## src/common/timer_compare_params.svh

```systemverilog
// register offsets, field positions, reset values and timing of the compare/pulse/pwm block
// assumes a 32-bit apb with byte addresses in the low eight bits
`ifndef TIMER_COMPARE_PARAMS_SVH
`define TIMER_COMPARE_PARAMS_SVH

`define OFS_CONTROL_FIRST 8'h00
`define OFS_CONTROL_SECOND 8'h04
`define OFS_FLAGS 8'h08
`define OFS_CMP1_HIGH 8'h0C
`define OFS_CMP1_LOW 8'h10
`define OFS_CMP2_HIGH 8'h14
`define OFS_CMP2_LOW 8'h18
`define OFS_CAP1_HIGH 8'h1C
`define OFS_CAP1_LOW 8'h20

// timer_control_first fields
`define BIT_CAPTURE_IRQ_ENABLE 7
`define BIT_COMPARE_IRQ_ENABLE 6
`define BIT_FORCE_SECOND 4
`define BIT_FORCE_FIRST 3
`define BIT_SECOND_LEVEL 2
`define BIT_CAPTURE_EDGE 1
`define BIT_FIRST_LEVEL 0

// timer_control_second fields
`define BIT_PIN_ENABLE_FIRST 7
`define BIT_PIN_ENABLE_SECOND 6
`define BIT_SINGLE_PULSE 5
`define BIT_PWM 4
`define BIT_CLOCK_SEL_HI 3
`define BIT_CLOCK_SEL_LO 2

// timer_flags_register fields
`define BIT_FLAG_CMP1 0
`define BIT_FLAG_CMP2 1
`define BIT_FLAG_CAP1 2

`define COMPARE_RESET 16'h8000
`define COUNTER_RELOAD 16'hFFFC
`define CAPTURE_PULSE_VALUE 16'hFFFD
`define CONTROL_RESET 8'h00

`define PCLK_PERIOD_NS 8
`define APB_WAIT_CYCLES 1

`endif

```

## src/common/timer_compare_pkg.sv

```systemverilog
// types shared by the compare/pulse/pwm block
// assumes nothing beyond the params header
package timer_compare_pkg;
	typedef enum logic [1:0] {
		MODE_COMPARE = 2'b00,
		MODE_SINGLE = 2'b01,
		MODE_PWM = 2'b10
	} timer_mode_t;

	typedef enum logic [1:0] {
		CLK_DIV2 = 2'b00,
		CLK_DIV4 = 2'b01,
		CLK_DIV8 = 2'b10,
		CLK_EXTERNAL = 2'b11
	} timer_clock_t;
endpackage : timer_compare_pkg

```

## src/common/compare_chan_if.sv

```systemverilog
// byte writes into one compare channel and its match event back
// assumes the channel and its controller share pclk
`timescale 1ns/1ps
interface compare_chan_if;
	logic wr_high;
	logic wr_low;
	logic [7:0] wdata;
	logic [15:0] value;
	logic match;

	modport ctrl (output wr_high, output wr_low, output wdata, input value, input match);
	modport chan (input wr_high, input wr_low, input wdata, output value, output match);
endinterface : compare_chan_if

```

## src/hw/timer_compare_pulse_pwm.sv

```systemverilog
// output compare, single-pulse and pwm logic of a 16-bit timer with an apb slave
// assumes the free-running counter, prescaler and overflow logic sit outside;
// the counter loads its reload value on counter_reload
// Functional notes
// - two compare values, compared every timer clock
// - reset loads 8000h, compare pins low
// - normal match sets flag, copies level
// - interrupt needs enable and clear cpu mask
// - flag cleared by flags read, low access
// - high byte write inhibits channel compares
// - low byte write re-enables, completes clearing
// - pin disabled: flag still set, pin free
// - div2 matches equal, others equal plus one
// - force bit copies level, no flag
// - force bits ignored in special modes
// - single-pulse mode uses capture and compare
// - capture edge reloads counter, starts pulse
// - first compare match ends the pulse
// - single-pulse: no first flag, second pin idle
// - both selects set means pwm only
// - pwm second match reloads counter
// - pwm matches drive first and second levels
// - pwm sets no compare flags
// - pwm second match sets capture flag
// - pwm disconnects the first capture pin
// - equal levels give a constant pin
// - clock select 11 picks external clock
//
// Added by the designer: the register addresses and the APB interface to the registers.
`timescale 1ns/1ps
`include "timer_compare_params.svh"
module timer_compare_pulse_pwm
	import timer_compare_pkg::*;
(
	input wire logic pclk,
	input wire logic presetn,
	input wire logic ce,
	input wire logic psel,
	input wire logic penable,
	input wire logic pwrite,
	input wire logic [7:0] paddr,
	input wire logic [31:0] pwdata,
	output logic [31:0] prdata,
	output logic pready,
	output logic pslverr,
	input wire logic [15:0] counter_value,
	input wire logic first_capture_pin,
	input wire logic cpu_irq_mask,
	output logic counter_reload,
	output logic [1:0] timer_clock_select,
	output logic [1:0] compare_output_pin,
	output logic [1:0] compare_output_enable,
	output logic timer_irq
);
	logic [7:0] timer_control_first;
	logic [7:0] timer_control_second;
	logic compare_match_flag_1;
	logic compare_match_flag_2;
	logic first_capture_flag;
	logic arm_cmp1;
	logic arm_cmp2;
	logic arm_cap1;
	logic [15:0] first_capture_value;
	logic [1:0] pin_latch;
	logic cap_edge;

	compare_chan_if ch1 ();
	compare_chan_if ch2 ();

	// apb decode
	wire access = psel && penable && pready;
	wire wr = access && pwrite;
	wire rd = access && !pwrite;
	wire [7:0] wbyte = pwdata[7:0];
	wire sel_ctl1 = (paddr == `OFS_CONTROL_FIRST);
	wire sel_ctl2 = (paddr == `OFS_CONTROL_SECOND);
	wire sel_flags = (paddr == `OFS_FLAGS);
	wire sel_c1h = (paddr == `OFS_CMP1_HIGH);
	wire sel_c1l = (paddr == `OFS_CMP1_LOW);
	wire sel_c2h = (paddr == `OFS_CMP2_HIGH);
	wire sel_c2l = (paddr == `OFS_CMP2_LOW);
	wire sel_cap_h = (paddr == `OFS_CAP1_HIGH);
	wire sel_cap_l = (paddr == `OFS_CAP1_LOW);
	wire mapped = sel_ctl1 || sel_ctl2 || sel_flags || sel_c1h || sel_c1l || sel_c2h
		|| sel_c2l || sel_cap_h || sel_cap_l;

	// control fields
	wire ic_ie = timer_control_first[`BIT_CAPTURE_IRQ_ENABLE];
	wire oc_ie = timer_control_first[`BIT_COMPARE_IRQ_ENABLE];
	wire force_1 = timer_control_first[`BIT_FORCE_FIRST];
	wire force_2 = timer_control_first[`BIT_FORCE_SECOND];
	wire first_output_level = timer_control_first[`BIT_FIRST_LEVEL];
	wire second_output_level = timer_control_first[`BIT_SECOND_LEVEL];
	wire capture_edge_select = timer_control_first[`BIT_CAPTURE_EDGE];
	wire [1:0] pin_en = {timer_control_second[`BIT_PIN_ENABLE_SECOND],
		timer_control_second[`BIT_PIN_ENABLE_FIRST]};
	wire single_sel = timer_control_second[`BIT_SINGLE_PULSE];
	wire pwm_sel = timer_control_second[`BIT_PWM];
	wire [1:0] clk_sel = timer_control_second[`BIT_CLOCK_SEL_HI:`BIT_CLOCK_SEL_LO];

	// pwm wins when both selects are set
	wire timer_mode_t mode = pwm_sel ? MODE_PWM : (single_sel ? MODE_SINGLE : MODE_COMPARE);
	wire is_pwm = (mode == MODE_PWM);
	wire is_single = (mode == MODE_SINGLE);
	wire is_normal = (mode == MODE_COMPARE);
	wire plus_one = (timer_clock_t'(clk_sel) != CLK_DIV2);

	// channel byte writes
	assign ch1.wr_high = wr && sel_c1h;
	assign ch1.wr_low = wr && sel_c1l;
	assign ch1.wdata = wbyte;
	assign ch2.wr_high = wr && sel_c2h;
	assign ch2.wr_low = wr && sel_c2l;
	assign ch2.wdata = wbyte;

	compare_channel u_cmp1 (
		.pclk(pclk),
		.presetn(presetn),
		.ce(ce),
		.counter_value(counter_value),
		.plus_one(plus_one),
		.bus(ch1.chan)
	);

	compare_channel u_cmp2 (
		.pclk(pclk),
		.presetn(presetn),
		.ce(ce),
		.counter_value(counter_value),
		.plus_one(plus_one),
		.bus(ch2.chan)
	);

	pin_edge_detect u_cap1 (
		.pclk(pclk),
		.presetn(presetn),
		.ce(ce),
		.pin(first_capture_pin),
		.rising(capture_edge_select),
		.edge_seen(cap_edge)
	);

	wire m1 = ch1.match;
	wire m2 = ch2.match;
	wire cap_used = cap_edge && !is_pwm;
	wire pulse_start = cap_used && is_single;
	wire pwm_period = m2 && is_pwm;

	// flag set terms
	wire set_cmp1 = m1 && is_normal;
	wire set_cmp2 = m2 && !is_pwm;
	wire set_cap1 = cap_used || pwm_period;

	// clear terms: armed by a flags read, fired by the matching low byte access
	wire flags_read = rd && sel_flags;
	wire clr_cmp1 = access && sel_c1l && arm_cmp1;
	wire clr_cmp2 = access && sel_c2l && arm_cmp2;
	wire clr_cap1 = access && sel_cap_l && arm_cap1;

	// first pin: mode events take over from force in special modes
	wire force_ok = is_normal;
	logic next_pin_1;
	logic next_pin_2;
	always_comb begin
		next_pin_1 = pin_latch[0];
		unique case (mode)
			MODE_PWM: begin
				if (m2) begin
					next_pin_1 = second_output_level;
				end else if (m1) begin
					next_pin_1 = first_output_level;
				end
			end
			MODE_SINGLE: begin
				if (pulse_start) begin
					next_pin_1 = second_output_level;
				end else if (m1) begin
					next_pin_1 = first_output_level;
				end
			end
			MODE_COMPARE: begin
				if ((force_1 && force_ok) || m1) begin
					next_pin_1 = first_output_level;
				end
			end
			default: begin
				next_pin_1 = pin_latch[0];
			end
		endcase
	end

	always_comb begin
		next_pin_2 = pin_latch[1];
		if (force_ok && (force_2 || m2)) begin
			next_pin_2 = second_output_level;
		end
	end

	wire [7:0] flags_byte = {5'b00000, first_capture_flag, compare_match_flag_2,
		compare_match_flag_1};
	wire [7:0] read_byte = sel_ctl1 ? timer_control_first :
		sel_ctl2 ? timer_control_second :
		sel_flags ? flags_byte :
		sel_c1h ? ch1.value[15:8] :
		sel_c1l ? ch1.value[7:0] :
		sel_c2h ? ch2.value[15:8] :
		sel_c2l ? ch2.value[7:0] :
		sel_cap_h ? first_capture_value[15:8] :
		sel_cap_l ? first_capture_value[7:0] : 8'h00;

	wire irq_req = ((compare_match_flag_1 || compare_match_flag_2) && oc_ie
		|| first_capture_flag && ic_ie) && !cpu_irq_mask;

	// apb handshake: one wait state, answer registered
	always_ff @(posedge pclk or negedge presetn) begin
		if (!presetn) begin
			pready <= 1'b0;
			pslverr <= 1'b0;
			prdata <= 32'h00000000;
		end else if (ce) begin
			pready <= psel && penable && !pready;
			pslverr <= psel && penable && !pready && !mapped;
			prdata <= (psel && penable && !pready && !pwrite) ? {24'h000000, read_byte}
				: 32'h00000000;
		end
	end

	always_ff @(posedge pclk or negedge presetn) begin
		if (!presetn) begin
			timer_control_first <= `CONTROL_RESET;
			timer_control_second <= `CONTROL_RESET;
		end else if (ce) begin
			if (wr && sel_ctl1) begin
				timer_control_first <= wbyte;
			end
			if (wr && sel_ctl2) begin
				timer_control_second <= wbyte;
			end
		end
	end

	// flags: set wins over a clear in the same cycle
	always_ff @(posedge pclk or negedge presetn) begin
		if (!presetn) begin
			compare_match_flag_1 <= 1'b0;
			compare_match_flag_2 <= 1'b0;
			first_capture_flag <= 1'b0;
		end else if (ce) begin
			compare_match_flag_1 <= set_cmp1 || (compare_match_flag_1 && !clr_cmp1);
			compare_match_flag_2 <= set_cmp2 || (compare_match_flag_2 && !clr_cmp2);
			first_capture_flag <= set_cap1 || (first_capture_flag && !clr_cap1);
		end
	end

	// arming survives until the low byte access
	always_ff @(posedge pclk or negedge presetn) begin
		if (!presetn) begin
			arm_cmp1 <= 1'b0;
			arm_cmp2 <= 1'b0;
			arm_cap1 <= 1'b0;
		end else if (ce) begin
			arm_cmp1 <= (flags_read && compare_match_flag_1) || (arm_cmp1 && !clr_cmp1);
			arm_cmp2 <= (flags_read && compare_match_flag_2) || (arm_cmp2 && !clr_cmp2);
			arm_cap1 <= (flags_read && first_capture_flag) || (arm_cap1 && !clr_cap1);
		end
	end

	always_ff @(posedge pclk or negedge presetn) begin
		if (!presetn) begin
			first_capture_value <= 16'h0000;
		end else if (ce && cap_used) begin
			first_capture_value <= is_single ? `CAPTURE_PULSE_VALUE : counter_value;
		end
	end

	always_ff @(posedge pclk or negedge presetn) begin
		if (!presetn) begin
			pin_latch <= 2'b00;
			compare_output_pin <= 2'b00;
			compare_output_enable <= 2'b00;
			counter_reload <= 1'b0;
			timer_clock_select <= 2'b00;
			timer_irq <= 1'b0;
		end else if (ce) begin
			pin_latch <= {next_pin_2, next_pin_1};
			compare_output_pin <= {next_pin_2, next_pin_1} & pin_en;
			compare_output_enable <= pin_en;
			counter_reload <= pulse_start || pwm_period;
			timer_clock_select <= clk_sel;
			timer_irq <= irq_req;
		end
	end
endmodule : timer_compare_pulse_pwm

```

## src/hw/compare_channel.sv

```systemverilog
// one 16-bit compare value with high-byte inhibit and match event
// assumes counter_value changes only on timer ticks
`timescale 1ns/1ps
`include "timer_compare_params.svh"
module compare_channel
	import timer_compare_pkg::*;
(
	input wire logic pclk,
	input wire logic presetn,
	input wire logic ce,
	input wire logic [15:0] counter_value,
	input wire logic plus_one,
	compare_chan_if.chan bus
);
	logic [15:0] value;
	logic inhibit;
	logic eq_prev;
	logic match;
	wire [15:0] target = plus_one ? 16'(value + 16'h0001) : value;
	wire eq = (counter_value == target) && !inhibit;

	assign bus.value = value;
	assign bus.match = match;

	always_ff @(posedge pclk or negedge presetn) begin
		if (!presetn) begin
			value <= `COMPARE_RESET;
			inhibit <= 1'b0;
			eq_prev <= 1'b0;
			match <= 1'b0;
		end else if (ce) begin
			if (bus.wr_high) begin
				value[15:8] <= bus.wdata;
				inhibit <= 1'b1;
			end else if (bus.wr_low) begin
				value[7:0] <= bus.wdata;
				inhibit <= 1'b0;
			end
			eq_prev <= eq;
			match <= eq && !eq_prev;
		end
	end
endmodule : compare_channel

```

## src/hw/pin_edge_detect.sv

```systemverilog
// selected-edge detector for a synchronous pin
// assumes the pin is already synchronous to pclk
`timescale 1ns/1ps
module pin_edge_detect (
	input wire logic pclk,
	input wire logic presetn,
	input wire logic ce,
	input wire logic pin,
	input wire logic rising,
	output logic edge_seen
);
	logic prev;
	logic primed;

	// first cycle after reset only learns the pin level, so no false edge
	always_ff @(posedge pclk or negedge presetn) begin
		if (!presetn) begin
			prev <= 1'b1;
			primed <= 1'b0;
			edge_seen <= 1'b0;
		end else if (ce) begin
			prev <= pin;
			primed <= 1'b1;
			edge_seen <= primed && (rising ? (pin && !prev) : (!pin && prev));
		end
	end
endmodule : pin_edge_detect

```

## config.mk

```make
export PLATFORM = sky130hd
export DESIGN_NAME = timer_compare_pulse_pwm
export DESIGN_NICKNAME = d
export VERILOG_FILES = /design/src/common/timer_compare_pkg.sv /design/src/common/compare_chan_if.sv /design/src/hw/timer_compare_pulse_pwm.sv /design/src/hw/compare_channel.sv /design/src/hw/pin_edge_detect.sv
export VERILOG_INCLUDE_DIRS = /design/src /design/src/common
export SDC_FILE = /design/constraint.sdc
export NUM_CORES = 1
export LEC_CHECK = 0
export ABC_AREA = 1
export BUFFER_PORTS_ARGS = -buffer_cell sky130_fd_sc_hd__buf_2
export CORE_UTILIZATION = 50
export DETAILED_ROUTE_END_ITERATION = 16
export MAX_ROUTING_LAYER = met4
export PLACE_DENSITY = 0.75
export RECOVER_POWER = 50
export SLEW_MARGIN = 0
export SYNTH_ARGS = -nofsm -noshare
export SYNTH_HDL_FRONTEND = slang
export SYNTH_SLANG_ARGS = --single-unit
```

## constraint.sdc

```tcl
create_clock -name pclk -period 4.6 [get_ports pclk]
set_input_delay 0.46 -clock pclk [delete_from_list [all_inputs] [get_ports pclk]]
set_output_delay 0.46 -clock pclk [all_outputs]
set_load 0.005 [all_outputs]
```

==> impl.org <==
** Outcome
- The run finished with clean final reports.

** GRT
- Global-route wire length before repair :: 27,300 um
- Initial antenna violation count :: 0
- The number of global-route vias before repair is around 5,300.
- Remaining global-route overflow :: 0
- Entering global routing, the biggest net connects 55 pins.
- Global-route total usage across every layer :: 29.2%

** Timing
- Final period utilization :: 44.4%
- Final hold violations :: 0
- Counting I/O delays and the setup requirement, the final critical path takes approximately 2.0 ns.
- For the pin with the worst max-slew slack, the measured transition is 0.946 ns.
- Across the routed clock network, the largest skew measured is 0.00721 ns.
- In the final timing run, aggregate negative setup slack is 0 ns.
- RSZ-0062 raised after global routing :: no
- Final setup violation count :: 0
- The number of pins with negative max-slew slack in the final report is 0.
- Headroom to the max-slew limit came out at 36.8%.
- For this run, the top clock speed supported by timing is 490 MHz.

** Die
- 106 I/O pins were placed.
- Width of the chip :: around 110 um
- Area enclosed by the die boundary :: 0.0127 mm2
- In this run the standard cell core region covers about 0.012 mm2.
- Chip height :: between 100 and 150 um
- The initial utilization of the core area, before any placement, comes to 52.4%.
- Cell row count :: 39

** Place
- The count of buffers added on input and output ports is 57.
- DP Wirelength :: 12,300 um
- At the end of routability-driven placement, the weighted congestion stood at 0.960.

** Worst setup path
- Register-to-register setup slack :: 2.67 ns
- For this run, the slowest stage of the critical path takes 0.52 ns.
- For this design, the slowest cell found on the critical path is inv_1.
- Along the worst path, the maximum fanout reaches 31.
- In this run the critical register-to-register path is captured at u_cmp2.eq_prev$_DFFE_PN0P_.
- Measured in cells, the most critical reg-to-reg path has a length of 11.
- Kind of start point of the critical path :: input pin
- The setup path with the least slack is of type input pin to flop.
- The worst setup path is captured at a flop.
- Traced cell by cell, the critical path runs through buf_2 -> inv_1 -> nor2_1 -> nand2_1 -> nor3_2 -> nand3b_1 -> nor2_1 -> nand3_1 -> o21ai_1.
- CP Data Required Time :: 4.88 ns
- Most Frequent Cell on Critical Path :: nor2_1
- R2R Path Start :: u_cmp2.bus.value[0]$_DFFE_PN0P_
- Data arrives at the worst endpoint at 2.32 ns.

** Synth
- Counting flops with an async set or reset pin after synthesis yields a share of 100%.
- Number of flip-flops and latches in the synthesized netlist :: 99
- During synthesis, Yosys emitted a total of 0 warnings.
- The synthesized netlist occupies a cell area of 0.00611 mm2.
- Yosys cell types :: 42
- Among all flip-flop cells after synthesis, the most frequent one is dfrtp_1.
- A synthesized cell averages 7.36 um2.
- The synthesized design spends more area on one cell type than any other, namely dfrtp_1.
- Post-Syn Instances :: 830
- Post-synth EDFFs :: 0
- Leading post-synthesis cells by cell area :: dfrtp_1, nand2_1, o21ai_0
- Most numerous cell types in the synthesized netlist :: nand2_1, inv_1, dfrtp_1
- Most common cell in the netlist :: nand2_1
- Post-synth top area share :: 39.3%
- Sequential elements use 40.6% of the synthesized area.

** CTS
- The clock drives 99 sinks.
- The number of gates resized after CTS was 0.
- Buffers added to address setup during post-CTS repair amount to 0.
- Hold-fix buffers at CTS :: 0
- The root buffer cell chosen for the clock tree is clkbuf_16.
- For the worst-skew pair, the clock arrives at the later sink with an insertion delay of 0.35 ns.
- The H-tree was split into 3 levels.
- Clock transition time at the flip-flop clock pins of the worst setup and hold paths :: ~0.070 ns
- Counting the buffers created by CTS gives 9.
- TritonCTS built the clock tree.
- The clock passes through at most 2 buffers.

** Power and ir drop
- Post-layout power :: 1.83 mW
- Summed over all cells, the static leakage comes to ~3.3 nW.
- Worst vdd rail ir drop :: 0.000238 V
- Total power per unit cell area :: 275 mW/mm2

** Drt
- The final layout contains routed wiring with a total length of 16,400 um.
- In the routed design, unresolved DRC markers number 0.
- For this block, the initial DRC count from the detailed router was 561.
- Detail-routed net length per standard cell :: approximately 16 um
- Summing over every cut layer, the via total after detailed routing is 5,510.
- Final antenna-violating net count :: 0
- 1st-pass router iterations :: 5
- Via-per-instance ratio :: 5.36

** Cells and area
- Summing all flip-flop and latch instances after layout gives 0.00248 mm2.
- Of the cells placed in the final design, the portion with a size suffix greater than 1 is about 14%.
- Compared with the post-synthesis result, the final layout area differs by 9.16%.
- # nets final :: 946
- In the final layout, the multi-input gates occupy slightly above 0.003 mm2.
- Inserted Diodes :: 0
- Total of fill cells in the finished design :: 1,134

** Run
- Across the run, the number of max-cap violations was 0.

** Hold path
- Class of the tightest hold or removal check :: input pin to async pin
[state kept, by name (all words and copies together) (netlist names), 2 cells and up]
signal	flops
first_capture_value	16
u_cmp1.bus.value	16
u_cmp2.bus.value	16
prdata	8
timer_control_first	8
timer_control_second	8
compare_output_enable	2
compare_output_pin	2
pin_latch	2
timer_clock_select	2
[where the power goes]
group	internal [mW]	switching (mW)	leakage (nW)
clock network	0.381	0.333	0.142
logic	0.0580	0.125	1.83
registers	0.915	0.0191	1.29
[kinds of logic after synthesis]
logic type	after synthesis	share of synthesized area, %
adders and majority gates	2	0.410
xor gates and xnor gates	37	5.78
buffers and inverters	150	11.3
and+or+nand+nor	385	28.4
DFF	99	40.6
other	1	0.0614
AOI/OAI and AO/OA	156	13.4
[stage by stage]
step	hold WS (ns)	area (um2)	util, %	setup slack (ns)	std cells
global placement	0.454	6390	54.8	2.24	1012
detailed placement	0.456	6390	54.8	2.24	1012
finish	0.144	6670	57.2	2.56	1028
floorplan	0.164	6190	-	2.95	853
global route	0.212	6670	57.2	2.37	1028
CTS	0.173	6670	57.2	2.61	1028
[final cells by class]
class / count / share of cell area (%)
clock buffers: 10 / 3.58
clock inverters: 6 / 0.619
inverters: 106 / 5.97
multi-input cells: 604 / 45.3
flip-flops and latches: 99 / 37.2
well taps: 143 / 2.68
repair buffers: 60 / 4.58
[worst max-delay path: cells and delay by family]
family,cells,cell delay (ns)
buffers and inverters,2,0.83
AOI/OAI and AO/OA,1,0.08
and+or+nand+nor,6,0.93
[cell usage in the layout, fill, tap and decap left out, types with 7 or more instances in the layout]
| master | netlist | final |
|---|---|---|
| nor2_1 | 53 | 53 |
| nand2_1 | 233 | 233 |
| nand3_1 | 48 | 48 |
| inv_2 | 8 | 8 |
| buf_2 | 7 | 52 |
| nor2_2 | 9 | 9 |
| nor2_4 | 7 | 7 |
| nand2_2 | 7 | 7 |
| nand4_1 | 9 | 9 |
| dfrtp_1 | 96 | 96 |
| conb_1 | 1 | 24 |
| clkbuf_16 | 0 | 9 |
| xnor2_1 | 11 | 11 |
| a21oi_1 | 30 | 30 |
| o21ai_0 | 87 | 87 |
| inv_1 | 98 | 98 |
| o21ai_1 | 24 | 24 |
| xor2_1 | 24 | 24 |
[per-layer routing]
| metal | up-vias | share of wire (%) | track usage [%] |
|---|---|---|---|
| li1 | 2698 | - | - |
| met4 | 0 | 3.0 | 10.2 |
| met3 | 47 | 8.2 | 6.48 |
| met1 | 2543 | 45 | 38.8 |
| met2 | 222 | 44 | 44.1 |
| met5 | - | 0 | - |
[worst max-delay path by stage]
stage | slack, ns | endpoint | cells after the start | startpoint
after global routing | 2.37 | u_cmp2.bus.match$_DFFE_PN0P_ | 9 | ce
after CTS | 2.61 | u_cmp2.eq_prev$_DFFE_PN0P_ | 9 | ce
after floorplan | 2.95 | u_cmp1.bus.value[5]$_DFFE_PN0P_ | 11 | paddr[0]
after global placement | 2.24 | u_cmp2.bus.match$_DFFE_PN0P_ | 9 | ce
final | 2.56 | u_cmp2.eq_prev$_DFFE_PN0P_ | 9 | ce
after detailed placement | 2.24 | u_cmp2.eq_prev$_DFFE_PN0P_ | 9 | ce
Note: power is estimated with default switching activity, not from simulation.
